`config.mk`:
```
export PLATFORM = sky130hd
export DESIGN_NAME = tma_top
export DESIGN_NICKNAME = d
export VERILOG_FILES = /design/src/design/tma_pkg.sv /design/src/design/tma_avg.sv /design/src/design/tma_alarm.sv /design/src/design/tma_top.sv
export SDC_FILE = /design/constraint.sdc
export NUM_CORES = 1
export LEC_CHECK = 0
export ABC_AREA = 1
export ABC_CLOCK_PERIOD_IN_PS = 2880
export BUFFER_PORTS_ARGS = -buffer_cell sky130_fd_sc_hd__buf_2
export CAP_MARGIN = 5
export CORE_MARGIN = 1.5
export CORE_UTILIZATION = 55
export CTS_BUF_LIST = sky130_fd_sc_hd__clkbuf_8 sky130_fd_sc_hd__clkbuf_16
export CTS_CLUSTER_DIAMETER = 200
export DETAILED_ROUTE_END_ITERATION = 8
export GPL_ROUTABILITY_DRIVEN = 0
export PLACE_DENSITY = 0.82
export SLEW_MARGIN = 20
export SYNTH_ARGS = -nofsm -noshare
export SYNTH_HDL_FRONTEND = slang
export SYNTH_SLANG_ARGS = --single-unit
```
`constraint.sdc`:
```
create_clock -name i_mclk -period 2.88 [get_ports i_mclk]
set_input_delay 0.288 -clock i_mclk [delete_from_list [all_inputs] [get_ports i_mclk]]
set_output_delay 0.288 -clock i_mclk [all_outputs]
set_load 0.01 [all_outputs]
```
`src/design/tma_pkg.sv`:
```
// Shared constants, types and helper functions of the temperature monitor alarm block.
// Assumes one 10 MHz clock domain; registers are reached over a simple strobe port.
package tma_pkg;

  // Sizes.
  localparam int TMA_MON     = 3;
  localparam int TMA_PORTS   = 12;
  localparam int TMA_DW      = 12;
  localparam int TMA_ACC_W   = 17;
  localparam int TMA_CNT_W   = 6;
  localparam int TMA_REG_W   = 16;
  localparam int TMA_ADDR_W  = 8;
  localparam int TMA_ASSOC_W = 5;
  localparam int TMA_SEL_W   = 2;

  // Register addresses.
  localparam logic [7:0] TMA_ADDR_CTRL      = 8'h00;
  localparam logic [7:0] TMA_ADDR_AVG       = 8'h01;
  localparam logic [7:0] TMA_ADDR_THR_BASE  = 8'h02;
  localparam logic [7:0] TMA_ADDR_FLAG_BASE = 8'h08;
  localparam logic [7:0] TMA_ADDR_PORT_BASE = 8'h10;

  // Field positions.
  localparam int TMA_CTRL_OVH_BIT  = 7;
  localparam int TMA_CTRL_MON_LSB  = 8;
  localparam int TMA_FLAG_HIGH_BIT = 2;
  localparam int TMA_FLAG_LOW_BIT  = 1;

  // Reset values.
  localparam logic [11:0] TMA_THR_HI_RST  = 12'h7FF;
  localparam logic [11:0] TMA_THR_LO_RST  = 12'h800;
  localparam logic [11:0] TMA_PORT_RST    = 12'h000;
  localparam logic [5:0]  TMA_AVG_RST     = 6'h00;
  localparam logic [2:0]  TMA_MON_EN_RST  = 3'h0;

  // Partner port codes: data-register address of the partner.
  localparam logic [4:0] TMA_ASSOC_P0 = 5'h02;
  localparam logic [4:0] TMA_ASSOC_P1 = 5'h03;

  // Overheat trip point in result counts of 0.125 degC.
  localparam int          TMA_OVH_DEGC      = 145;
  localparam int          TMA_LSB_MILLIDEG  = 125;
  localparam logic [11:0] TMA_OVH_COUNT     = 12'(TMA_OVH_DEGC * 1000 / TMA_LSB_MILLIDEG);

  typedef struct packed {
    logic                               ovh_en;
    logic [TMA_MON-1:0]                 mon_en;
    logic [5:0]                         avg_cfg;
    logic [TMA_MON-1:0][TMA_DW-1:0]     hi;
    logic [TMA_MON-1:0][TMA_DW-1:0]     lo;
    logic [TMA_PORTS-1:0][TMA_DW-1:0]   port_cfg;
    logic [TMA_REG_W-1:0]               rdata;
    logic                               rvalid;
    logic                               ovh_pulse;
  } tma_main_type;

  localparam tma_main_type TMA_MAIN_RST = '{
    ovh_en:    1'b0,
    mon_en:    TMA_MON_EN_RST,
    avg_cfg:   TMA_AVG_RST,
    hi:        {TMA_MON{TMA_THR_HI_RST}},
    lo:        {TMA_MON{TMA_THR_LO_RST}},
    port_cfg:  {TMA_PORTS{TMA_PORT_RST}},
    rdata:     16'h0000,
    rvalid:    1'b0,
    ovh_pulse: 1'b0
  };

  typedef struct packed {
    logic [TMA_CNT_W-1:0]        cnt;
    logic signed [TMA_ACC_W-1:0] acc;
    logic [TMA_DW-1:0]           result;
    logic                        valid;
  } tma_avg_type;

  typedef struct packed {
    logic high;
    logic low;
  } tma_alarm_type;

  // Samples per averaged result: 4, 8, 16 or 32.
  function automatic logic [TMA_CNT_W-1:0] tma_avg_samples(input logic [1:0] sel);
    tma_avg_samples = 6'h04 << sel;
  endfunction

  function automatic logic [2:0] tma_avg_shift(input logic [1:0] sel);
    tma_avg_shift = {1'b0, sel} + 3'h2;
  endfunction

  function automatic logic tma_is_port(input logic [7:0] addr);
    tma_is_port = (addr >= TMA_ADDR_PORT_BASE) &&
                  (addr < TMA_ADDR_PORT_BASE + 8'(TMA_PORTS));
  endfunction

endpackage

```
`src/design/tma_avg.sv`:
```
// Sample averager for one temperature monitor.
// Assumes raw samples arrive as one-cycle strobes on the same clock.
`timescale 1ns/100ps
module tma_avg
  import tma_pkg::*;
#(
  parameter int DATA_W = TMA_DW
) (
  // Clock and reset.
  input  wire logic              i_mclk,
  input  wire logic              i_reset_n,
  // Control.
  input  wire logic              i_clear,
  input  wire logic              i_enable,
  input  wire logic [1:0]        i_sel,
  // Raw samples.
  input  wire logic              i_sample_valid,
  input  wire logic [DATA_W-1:0] i_sample,
  // Averaged result.
  output logic      [DATA_W-1:0] o_result,
  output logic                   o_valid
);

  if (DATA_W != TMA_DW) begin : g_chk
    $error("tma_avg supports only the 12-bit sample width");
  end

  tma_avg_type q;
  tma_avg_type d;

  always_comb begin
    logic signed [TMA_ACC_W-1:0] sum;
    logic signed [TMA_ACC_W-1:0] mean;
    sum = q.acc + {{(TMA_ACC_W-TMA_DW){i_sample[DATA_W-1]}}, i_sample};
    mean = sum >>> tma_avg_shift(i_sel);
    d = q;
    d.valid = 1'b0;
    // A disabled monitor drops any partial sum so the next run starts clean.
    if (i_clear || !i_enable) begin
      d.cnt = '0;
      d.acc = '0;
    end else if (i_sample_valid) begin
      if ((q.cnt + 6'h01) >= tma_avg_samples(i_sel)) begin
        d.result = mean[TMA_DW-1:0];
        d.valid  = 1'b1;
        d.cnt    = '0;
        d.acc    = '0;
      end else begin
        d.cnt = q.cnt + 6'h01;
        d.acc = sum;
      end
    end
  end

  always_ff @(posedge i_mclk or negedge i_reset_n) begin
    if (!i_reset_n) begin
      q <= '0;
    end else begin
      q <= d;
    end
  end

  assign o_result = q.result;
  assign o_valid  = q.valid;

endmodule // tma_avg

```
`src/design/tma_alarm.sv`:
```
// High and low alarm flags of one temperature monitor.
// Assumes results and thresholds are signed counts of 0.125 degC on the same clock.
`timescale 1ns/100ps
module tma_alarm
  import tma_pkg::*;
(
  // Clock and reset.
  input  wire logic              i_mclk,
  input  wire logic              i_reset_n,
  // Control.
  input  wire logic              i_clear_all,
  input  wire logic              i_enable,
  input  wire logic              i_flag_clear,
  // Result and limits.
  input  wire logic              i_result_valid,
  input  wire logic [TMA_DW-1:0] i_result,
  input  wire logic [TMA_DW-1:0] i_high_limit,
  input  wire logic [TMA_DW-1:0] i_low_limit,
  // Flags.
  output logic                   o_high_flag,
  output logic                   o_low_flag
);

  tma_alarm_type q;
  tma_alarm_type d;
  logic          set_high;
  logic          set_low;

  // Only a fresh result may raise a flag, so a cleared flag stays clear until then.
  assign set_high = i_result_valid && i_enable &&
                    ($signed(i_result) > $signed(i_high_limit));
  assign set_low  = i_result_valid && i_enable &&
                    ($signed(i_result) < $signed(i_low_limit));

  always_comb begin
    d = q;
    if (i_clear_all) begin
      d = '0;
    end else begin
      // A set in the cycle of the clearing read wins, so no event is lost.
      d.high = (q.high && !i_flag_clear) || set_high;
      d.low  = (q.low && !i_flag_clear) || set_low;
    end
  end

  always_ff @(posedge i_mclk or negedge i_reset_n) begin
    if (!i_reset_n) begin
      q <= '0;
    end else begin
      q <= d;
    end
  end

  assign o_high_flag = q.high;
  assign o_low_flag  = q.low;

  property p_high_set;
    @(posedge i_mclk) disable iff (!i_reset_n)
      (i_result_valid && i_enable && !i_clear_all &&
       $signed(i_result) > $signed(i_high_limit)) |=> o_high_flag;
  endproperty
  a_high_set: assert property (p_high_set) else $error("high flag not raised");

  property p_low_set;
    @(posedge i_mclk) disable iff (!i_reset_n)
      (i_result_valid && i_enable && !i_clear_all &&
       $signed(i_result) < $signed(i_low_limit)) |=> o_low_flag;
  endproperty
  a_low_set: assert property (p_low_set) else $error("low flag not raised");

  property p_flag_hold;
    @(posedge i_mclk) disable iff (!i_reset_n)
      (o_high_flag && !i_flag_clear && !i_clear_all) |=> o_high_flag;
  endproperty
  a_flag_hold: assert property (p_flag_hold) else $error("high flag dropped early");

  property p_no_raise;
    @(posedge i_mclk) disable iff (!i_reset_n)
      (!o_low_flag ##1 o_low_flag) |-> ($past(i_result_valid) && $past(i_enable));
  endproperty
  a_no_raise: assert property (p_no_raise) else $error("low flag rose without a result");

  property p_disabled_quiet;
    @(posedge i_mclk) disable iff (!i_reset_n)
      (!i_enable && !o_high_flag) |=> !o_high_flag;
  endproperty
  a_disabled_quiet: assert property (p_disabled_quiet) else $error("disabled monitor alarmed");

endmodule // tma_alarm

```
`src/design/tma_top.sv`:
```
// Temperature monitor configuration, averaging and alarm comparison for three monitors.
// Assumes samples and register strobes come from logic on the same 10 MHz clock.
`timescale 1ns/100ps
module tma_top
  import tma_pkg::*;
(
  // Clock and reset.
  input  wire logic                                    i_mclk,
  input  wire logic                                    i_reset_n,
  // Register access.
  input  wire logic                                    i_reg_wr,
  input  wire logic                                    i_reg_rd,
  input  wire logic [TMA_ADDR_W-1:0]                   i_reg_addr,
  input  wire logic [TMA_REG_W-1:0]                    i_reg_wdata,
  output logic      [TMA_REG_W-1:0]                    o_reg_rdata,
  output logic                                         o_reg_rvalid,
  // Raw temperature samples: index 0 internal, 1 and 2 remote.
  input  wire logic [TMA_MON-1:0]                      i_sample_valid,
  input  wire logic [TMA_MON-1:0][TMA_DW-1:0]          i_sample,
  // Averaged results.
  output logic      [TMA_MON-1:0][TMA_DW-1:0]          o_temp_result,
  output logic      [TMA_MON-1:0]                      o_temp_valid,
  // Alarm flags.
  output logic      [TMA_MON-1:0]                      o_high_flag,
  output logic      [TMA_MON-1:0]                      o_low_flag,
  // Monitor control and overheat reset.
  output logic      [TMA_MON-1:0]                      o_monitor_enable,
  output logic                                         o_overheat_reset,
  // Partner port fields.
  output logic      [TMA_PORTS-1:0][TMA_ASSOC_W-1:0]   o_port_assoc
);

  tma_main_type               q;
  tma_main_type               d;
  logic [TMA_MON-1:0]         flag_clear;
  logic                       ovh_trip;
  logic [TMA_ADDR_W-1:0]      port_off;
  logic [3:0]                 port_idx;

  assign port_off = i_reg_addr - TMA_ADDR_PORT_BASE;
  assign port_idx = port_off[3:0];

  // Reading a flag register clears it in the same cycle as the flags are captured.
  always_comb begin
    for (int i = 0; i < TMA_MON; i++) begin
      flag_clear[i] = i_reg_rd && (i_reg_addr == TMA_ADDR_FLAG_BASE + 8'(i));
    end
  end

  // Thermal shutdown looks at each fresh internal result while that monitor runs.
  assign ovh_trip = q.ovh_en && q.mon_en[0] && o_temp_valid[0] &&
                    ($signed(o_temp_result[0]) > $signed(TMA_OVH_COUNT));

  for (genvar m = 0; m < TMA_MON; m++) begin : g_mon
    tma_avg #(
      .DATA_W         (TMA_DW)
    ) u_avg (
      .i_mclk         (i_mclk),
      .i_reset_n      (i_reset_n),
      .i_clear        (q.ovh_pulse),
      .i_enable       (q.mon_en[m]),
      .i_sel          (q.avg_cfg[TMA_SEL_W*m +: TMA_SEL_W]),
      .i_sample_valid (i_sample_valid[m]),
      .i_sample       (i_sample[m]),
      .o_result       (o_temp_result[m]),
      .o_valid        (o_temp_valid[m])
    );

    tma_alarm u_alarm (
      .i_mclk         (i_mclk),
      .i_reset_n      (i_reset_n),
      .i_clear_all    (q.ovh_pulse),
      .i_enable       (q.mon_en[m]),
      .i_flag_clear   (flag_clear[m]),
      .i_result_valid (o_temp_valid[m]),
      .i_result       (o_temp_result[m]),
      .i_high_limit   (q.hi[m]),
      .i_low_limit    (q.lo[m]),
      .o_high_flag    (o_high_flag[m]),
      .o_low_flag     (o_low_flag[m])
    );
  end

  // Register writes, readback and the overheat reset.
  always_comb begin
    logic [TMA_REG_W-1:0] rd;
    rd = 16'h0000;
    d = q;
    d.rvalid    = i_reg_rd;
    d.ovh_pulse = 1'b0;

    if (i_reg_wr) begin
      if (i_reg_addr == TMA_ADDR_CTRL) begin
        d.ovh_en = i_reg_wdata[TMA_CTRL_OVH_BIT];
        d.mon_en = i_reg_wdata[TMA_CTRL_MON_LSB +: TMA_MON];
      end
      if (i_reg_addr == TMA_ADDR_AVG) begin
        d.avg_cfg = i_reg_wdata[5:0];
      end
      for (int i = 0; i < TMA_MON; i++) begin
        if (i_reg_addr == TMA_ADDR_THR_BASE + 8'(2 * i)) begin
          d.hi[i] = i_reg_wdata[TMA_DW-1:0];
        end
        if (i_reg_addr == TMA_ADDR_THR_BASE + 8'(2 * i + 1)) begin
          d.lo[i] = i_reg_wdata[TMA_DW-1:0];
        end
      end
      if (tma_is_port(i_reg_addr)) begin
        // The whole 12-bit field is kept; only bits 4:0 leave as the partner code.
        d.port_cfg[port_idx] = i_reg_wdata[TMA_DW-1:0];
      end
    end

    if (i_reg_rd) begin
      if (i_reg_addr == TMA_ADDR_CTRL) begin
        rd[TMA_CTRL_OVH_BIT] = q.ovh_en;
        rd[TMA_CTRL_MON_LSB +: TMA_MON] = q.mon_en;
      end
      if (i_reg_addr == TMA_ADDR_AVG) begin
        rd[5:0] = q.avg_cfg;
      end
      for (int i = 0; i < TMA_MON; i++) begin
        if (i_reg_addr == TMA_ADDR_THR_BASE + 8'(2 * i)) begin
          rd[TMA_DW-1:0] = q.hi[i];
        end
        if (i_reg_addr == TMA_ADDR_THR_BASE + 8'(2 * i + 1)) begin
          rd[TMA_DW-1:0] = q.lo[i];
        end
        if (flag_clear[i]) begin
          rd[TMA_FLAG_HIGH_BIT] = o_high_flag[i];
          rd[TMA_FLAG_LOW_BIT]  = o_low_flag[i];
        end
      end
      if (tma_is_port(i_reg_addr)) begin
        rd[TMA_DW-1:0] = q.port_cfg[port_idx];
      end
      d.rdata = rd;
    end

    // The trip wins over a write in the same cycle: the device returns to defaults.
    if (ovh_trip) begin
      d = TMA_MAIN_RST;
      d.ovh_pulse = 1'b1;
    end
  end

  always_ff @(posedge i_mclk or negedge i_reset_n) begin
    if (!i_reset_n) begin
      q <= TMA_MAIN_RST;
    end else begin
      q <= d;
    end
  end

  assign o_reg_rdata      = q.rdata;
  assign o_reg_rvalid     = q.rvalid;
  assign o_monitor_enable = q.mon_en;
  assign o_overheat_reset = q.ovh_pulse;

  always_comb begin
    for (int p = 0; p < TMA_PORTS; p++) begin
      o_port_assoc[p] = q.port_cfg[p][TMA_ASSOC_W-1:0];
    end
  end

  // Helper logic for the checks below: samples seen since the last averaged result.
  logic [TMA_MON-1:0][TMA_CNT_W-1:0] seen_q;
  logic [TMA_MON-1:0][TMA_CNT_W-1:0] seen_d;
  logic [3:0]                        last_port_q;
  logic [TMA_ASSOC_W-1:0]            last_code_q;

  always_comb begin
    for (int i = 0; i < TMA_MON; i++) begin
      seen_d[i] = seen_q[i];
      if (q.ovh_pulse || !q.mon_en[i]) begin
        seen_d[i] = '0;
      end else if (o_temp_valid[i]) begin
        seen_d[i] = {5'h00, i_sample_valid[i]};
      end else if (i_sample_valid[i]) begin
        seen_d[i] = seen_q[i] + 6'h01;
      end
    end
  end

  always_ff @(posedge i_mclk or negedge i_reset_n) begin
    if (!i_reset_n) begin
      seen_q      <= '0;
      last_port_q <= 4'h0;
      last_code_q <= 5'h00;
    end else begin
      seen_q <= seen_d;
      if (i_reg_wr && tma_is_port(i_reg_addr)) begin
        last_port_q <= port_idx;
        last_code_q <= i_reg_wdata[TMA_ASSOC_W-1:0];
      end
    end
  end

  property p_avg_int;
    @(posedge i_mclk) disable iff (!i_reset_n)
      o_temp_valid[0] |-> (seen_q[0] == tma_avg_samples(q.avg_cfg[1:0]));
  endproperty
  a_avg_int: assert property (p_avg_int) else $error("internal sample count wrong");

  property p_avg_r1;
    @(posedge i_mclk) disable iff (!i_reset_n)
      o_temp_valid[1] |-> (seen_q[1] == tma_avg_samples(q.avg_cfg[3:2]));
  endproperty
  a_avg_r1: assert property (p_avg_r1) else $error("remote 1 sample count wrong");

  property p_avg_r2;
    @(posedge i_mclk) disable iff (!i_reset_n)
      o_temp_valid[2] |-> (seen_q[2] == tma_avg_samples(q.avg_cfg[5:4]));
  endproperty
  a_avg_r2: assert property (p_avg_r2) else $error("remote 2 sample count wrong");

  property p_port_write;
    @(posedge i_mclk) disable iff (!i_reset_n)
      (i_reg_wr && tma_is_port(i_reg_addr) && !ovh_trip) |=>
        (o_port_assoc[last_port_q] == last_code_q);
  endproperty
  a_port_write: assert property (p_port_write) else $error("partner code not stored");

  property p_overheat;
    @(posedge i_mclk) disable iff (!i_reset_n)
      ovh_trip |=> (o_overheat_reset && (o_monitor_enable == TMA_MON_EN_RST))
                   ##1 (!o_overheat_reset && (o_high_flag == '0) && (o_low_flag == '0));
  endproperty
  a_overheat: assert property (p_overheat) else $error("overheat reset not applied");

  property p_read_answer;
    @(posedge i_mclk) disable iff (!i_reset_n)
      i_reg_rd |=> o_reg_rvalid ##1 (!o_reg_rvalid || $past(i_reg_rd));
  endproperty
  a_read_answer: assert property (p_read_answer) else $error("read answer timing wrong");

  // The same checks for every monitor; the limit checks skip a trip, which wins.
  for (genvar m = 0; m < TMA_MON; m++) begin : g_chk
    property p_flag_clear;
      @(posedge i_mclk) disable iff (!i_reset_n)
        (flag_clear[m] && !o_temp_valid[m]) |=> (!o_high_flag[m] && !o_low_flag[m]);
    endproperty
    a_flag_clear: assert property (p_flag_clear)
      else $error("flag kept after its read");

    property p_flag_readback;
      @(posedge i_mclk) disable iff (!i_reset_n)
        (flag_clear[m] && !ovh_trip) |=>
          ((o_reg_rdata[TMA_FLAG_HIGH_BIT] == $past(o_high_flag[m])) &&
           (o_reg_rdata[TMA_FLAG_LOW_BIT] == $past(o_low_flag[m])));
    endproperty
    a_flag_readback: assert property (p_flag_readback)
      else $error("flag bits read back wrong");

    property p_idle_no_result;
      @(posedge i_mclk) disable iff (!i_reset_n)
        !q.mon_en[m] |=> !o_temp_valid[m];
    endproperty
    a_idle_no_result: assert property (p_idle_no_result)
      else $error("disabled monitor averaged");

    property p_idle_no_low;
      @(posedge i_mclk) disable iff (!i_reset_n)
        (!q.mon_en[m] && !o_low_flag[m]) |=> !o_low_flag[m];
    endproperty
    a_idle_no_low: assert property (p_idle_no_low)
      else $error("disabled monitor raised low flag");

    property p_high_limit_write;
      @(posedge i_mclk) disable iff (!i_reset_n)
        (i_reg_wr && (i_reg_addr == TMA_ADDR_THR_BASE + 8'(2 * m)) && !ovh_trip) |=>
          (q.hi[m] == $past(i_reg_wdata[TMA_DW-1:0]));
    endproperty
    a_high_limit_write: assert property (p_high_limit_write)
      else $error("high limit not stored");

    property p_low_limit_write;
      @(posedge i_mclk) disable iff (!i_reset_n)
        (i_reg_wr && (i_reg_addr == TMA_ADDR_THR_BASE + 8'(2 * m + 1)) && !ovh_trip) |=>
          (q.lo[m] == $past(i_reg_wdata[TMA_DW-1:0]));
    endproperty
    a_low_limit_write: assert property (p_low_limit_write)
      else $error("low limit not stored");

    // At least four samples lie between two results, so a result never repeats at once.
    property p_single_result;
      @(posedge i_mclk) disable iff (!i_reset_n)
        o_temp_valid[m] |=> !o_temp_valid[m];
    endproperty
    a_single_result: assert property (p_single_result)
      else $error("averaged results back to back");
  end

  property p_trip_needs_enable;
    @(posedge i_mclk) disable iff (!i_reset_n)
      o_overheat_reset |-> ($past(q.ovh_en) && $past(q.mon_en[0]));
  endproperty
  a_trip_needs_enable: assert property (p_trip_needs_enable)
    else $error("overheat reset without its enables");

  property p_trip_point;
    @(posedge i_mclk) disable iff (!i_reset_n)
      (q.ovh_en && q.mon_en[0] && o_temp_valid[0] &&
       ($signed(o_temp_result[0]) > $signed(TMA_OVH_COUNT))) |=> o_overheat_reset;
  endproperty
  a_trip_point: assert property (p_trip_point)
    else $error("hot internal result did not trip");

  property p_trip_defaults;
    @(posedge i_mclk) disable iff (!i_reset_n)
      o_overheat_reset |-> ((o_port_assoc == '0) && (q.avg_cfg == TMA_AVG_RST) &&
                            !q.ovh_en && (q.hi == {TMA_MON{TMA_THR_HI_RST}}));
  endproperty
  a_trip_defaults: assert property (p_trip_defaults)
    else $error("registers not at defaults after trip");

  c_int_high: cover property (@(posedge i_mclk) disable iff (!i_reset_n)
    $rose(o_high_flag[0]));
  c_r1_low: cover property (@(posedge i_mclk) disable iff (!i_reset_n)
    $rose(o_low_flag[1]));
  c_overheat: cover property (@(posedge i_mclk) disable iff (!i_reset_n)
    ovh_trip);
  c_read_clear: cover property (@(posedge i_mclk) disable iff (!i_reset_n)
    o_low_flag[1] && flag_clear[1] ##1 !o_low_flag[1]);
  c_partner_p1: cover property (@(posedge i_mclk) disable iff (!i_reset_n)
    o_port_assoc[1] == TMA_ASSOC_P1);

endmodule // tma_top

```
==> metrics.txt <==
initial antenna violation count=2; crit-path cells=ha_1 -> fa_1 -> nand3_1 -> nand3_1 -> nand2_1 -> nand3_1 -> nand2_1 -> nand2_1 -> or2_2 -> nand3_1 -> nand3_1 -> nand3_1 -> nand2_1; H-tree depth=2; DRT antenna net count=0; count leader, synth=nand2_1; Top cell by count, worst path=nand3_1; area delta synth->final=9.396%; CTS Buf Count=40; setup ws final=315.4 ps; Mapped Cells=2,789; Longest Clk Path Bufs=3; P_leak=12.24 nW; CTS tree=built; chip height=201.9 um; max frequency=389.9 MHz; worst-path maximum fanout=3; Hold WC Path Type=in2reg; Root Buffer=clkbuf_16; dpl cell area=22,410 sq um; pre-CTS setup slack=378.1 ps; Yosys top cell area share=36.57%; number of global-route vias before repair=20,010; RSZ-0062 raised after global routing=false; CP Class=reg2reg; Worst-Skew Late Latency=590 ps; Min Clock Period, post-route=2565 ps; Post-Route Utilization=61.31%; post-layout instance area=23,800 sq um; crit path max-delay cell type=fa_1; # fillers=3,304; Site Rows=72; first-pass GRT wire length=104,300 um; initial DRC count=2,292; DP Wirelength=47,270 um; clock-pin transition on the worst setup and hold timing paths=60 ps; critical path arrival=3030 ps; post-cts sizing count=0; Avg Inst Size Synth=7.802 sq um; # DRC=0; worst-margin pin slew=1059 ps; Final Max Slew Viols=0; Post-Route WL=65,340 um; VDD IR max=370.1 uV; Ports=193; DR pass1 iterations=6; I/O Buffers=184; Wirelength per Cell=19.31 um; Post-synth top flop=dfrtp_1; Die W=201.9 um; setup TNS=0 ps; Via Count=20,620; Yosys cell types=46; Sequential Area=8904 sq um; WP data required=3350 ps; period utilization=89.05%; EDFF count, synth=0; max incr delay on CP=440 ps; clock sink total=354; Cell Pwr Density=518.2 nW/um^2; Critical Path End Type=register; Final setup viols=0; fraction of layout cells with a size suffix above 1=13.33%; largest net degree at the start of global routing=114; grt ovf=0; Syn. warnings=0; Max-slew headroom=28.91%; final hold violations=0; nets=3,039; Cell Area, Synth=21,760 sq um; asr flop ratio synth=100.0%; area of the multi-input gates=10,430 sq um; via/cell ratio=6.092; MaxCap Viol Count=0; crit path launch type=register; synth cell count leaders=540 x nand2_1, 392 x nand3_1, 318 x dfrtp_1; Initial Util=56.04%; Seq/Total Area, Yosys=40.92%; status=finished, final reports clean; Area contributors post-synth=dfrtp_1 37%, nand2_1 9.3%, nand3_1 9.0%; flops & latches, synth=354; cell taking the most area after synthesis=dfrtp_1; GRT Overall Usage=31.98%; DIE AREA=40,770 sq um; core area=38,830 sq um; Setup Skew=21.89 ps
-- worst max-delay path, delay by kind of cell, from the launching register on --
kind | cells | cell delay, ps
fa+ha+maj | 2 | 670
flops | 1 | 380
simple gates | 11 | 1410
-- placed cells by master, fill, tap and decap left out, drive strengths merged, types with 2 or more instances in the layout --
master | Yosys | routed
o21ai | 306 | 306
dfrtp | 318 | 318
o21bai | 6 | 6
o31ai | 2 | 2
o2111ai | 3 | 3
or2 | 20 | 20
xor2 | 29 | 29
a21oi | 156 | 156
nand4 | 33 | 33
xnor2 | 6 | 6
inv | 243 | 253
nand3b | 11 | 11
conb | 1 | 4
buf | 176 | 249
o22ai | 84 | 84
nand2 | 541 | 541
a21boi | 7 | 7
o2111a | 2 | 2
nor4 | 4 | 4
bufinv | 0 | 4
ha | 135 | 135
clkbuf | 74 | 49
a32o | 13 | 13
dfstp | 36 | 36
clkinv | 4 | 10
o211ai | 10 | 10
a22oi | 3 | 3
nor3 | 8 | 8
nand3 | 392 | 392
nor2 | 156 | 156
fa | 3 | 3
clkinvlp | 0 | 4
o21a | 3 | 3
-- final timing paths --
path	from	to	slack (ps)	cells past startpoint
max reg2reg	g_mon[2].u_avg.q[13]	g_mon[2].u_avg.o_result[5]	320	13
max	g_mon[2].u_avg.q[13]	g_mon[2].u_avg.o_result[5]	320	13
min reg2reg	o_reg_rdata[7]	o_reg_rdata[7]	480	2
max in group asynchronous	i_reset_n	q[215]	1660	3
min	i_reg_wdata[4]	q[202]	60	3
min in group asynchronous	i_reset_n	g_mon[0].u_avg.q[14]	320	2
-- layer usage --
layer  part of all wire, %  track usage, %
met5                 0.023               0
met4                   5.8           17.86
met3                   9.2           5.595
met2                    46           51.45
met1                    39           40.95
-- logic make-up after synthesis --
group           count (synthesis)  share of synthesized area (%)
flops                         354                          40.92
compound gates                599                          15.13
simple gates                 1165                          23.28
xor+xnor                       35                          1.409
fa+ha+maj                     138                          8.039
buf+inv                       497                          11.21
other cells                     1                        0.01723
-- metrics by stage --
step	instances	hold WS (ps)	total power (W)
after global routing	3384	66.29	0.01276
after CTS	3383	51.83	0.01233
final	3384	57.82	0.01233
after global placement	3309	372.1	0.006900
after floorplan	2792	-7.591	0.006432
after detailed placement	3309	376.4	0.006981
-- registers in the layout (all words and copies together), names as in the netlist --
name / flops
q: 163
o_monitor_enable: 3
o_reg_rvalid: 1
g_mon.u_alarm.o_low_flag: 3
g_mon.u_avg.q: 69
g_mon.u_avg.o_result: 36
g_mon.u_alarm.o_high_flag: 3
o_overheat_reset: 1
o_reg_rdata: 12
g_mon.u_avg.o_valid: 3
o_port_assoc: 60
-- power breakdown --
| part | internal (W) | switching (W) |
|---|---|---|
| combinational | 0.000517 | 0.000992 |
| sequential | 0.00523 | 0.000202 |
| clock | 0.00316 | 0.00223 |
-- repair_timing --
item                                   CTS  global route
hold buffers                             1             0
buffers inserted                         0             0
endpoints found under the hold margin   72             0
-- area by class of cell --
| type | count | share of cell area [%] |
|---|---|---|
| inverters | 247 | 3.895 |
| clock buffers | 49 | 4.725 |
| well taps | 518 | 2.723 |
| diodes | 1 | 0.01051 |
| flip-flops and latches | 354 | 37.40 |
| multi-input cells | 1941 | 43.83 |
| clock inverters | 24 | 1.093 |
| repair buffers | 250 | 6.318 |
Note: power is estimated with default switching activity, not from simulation.
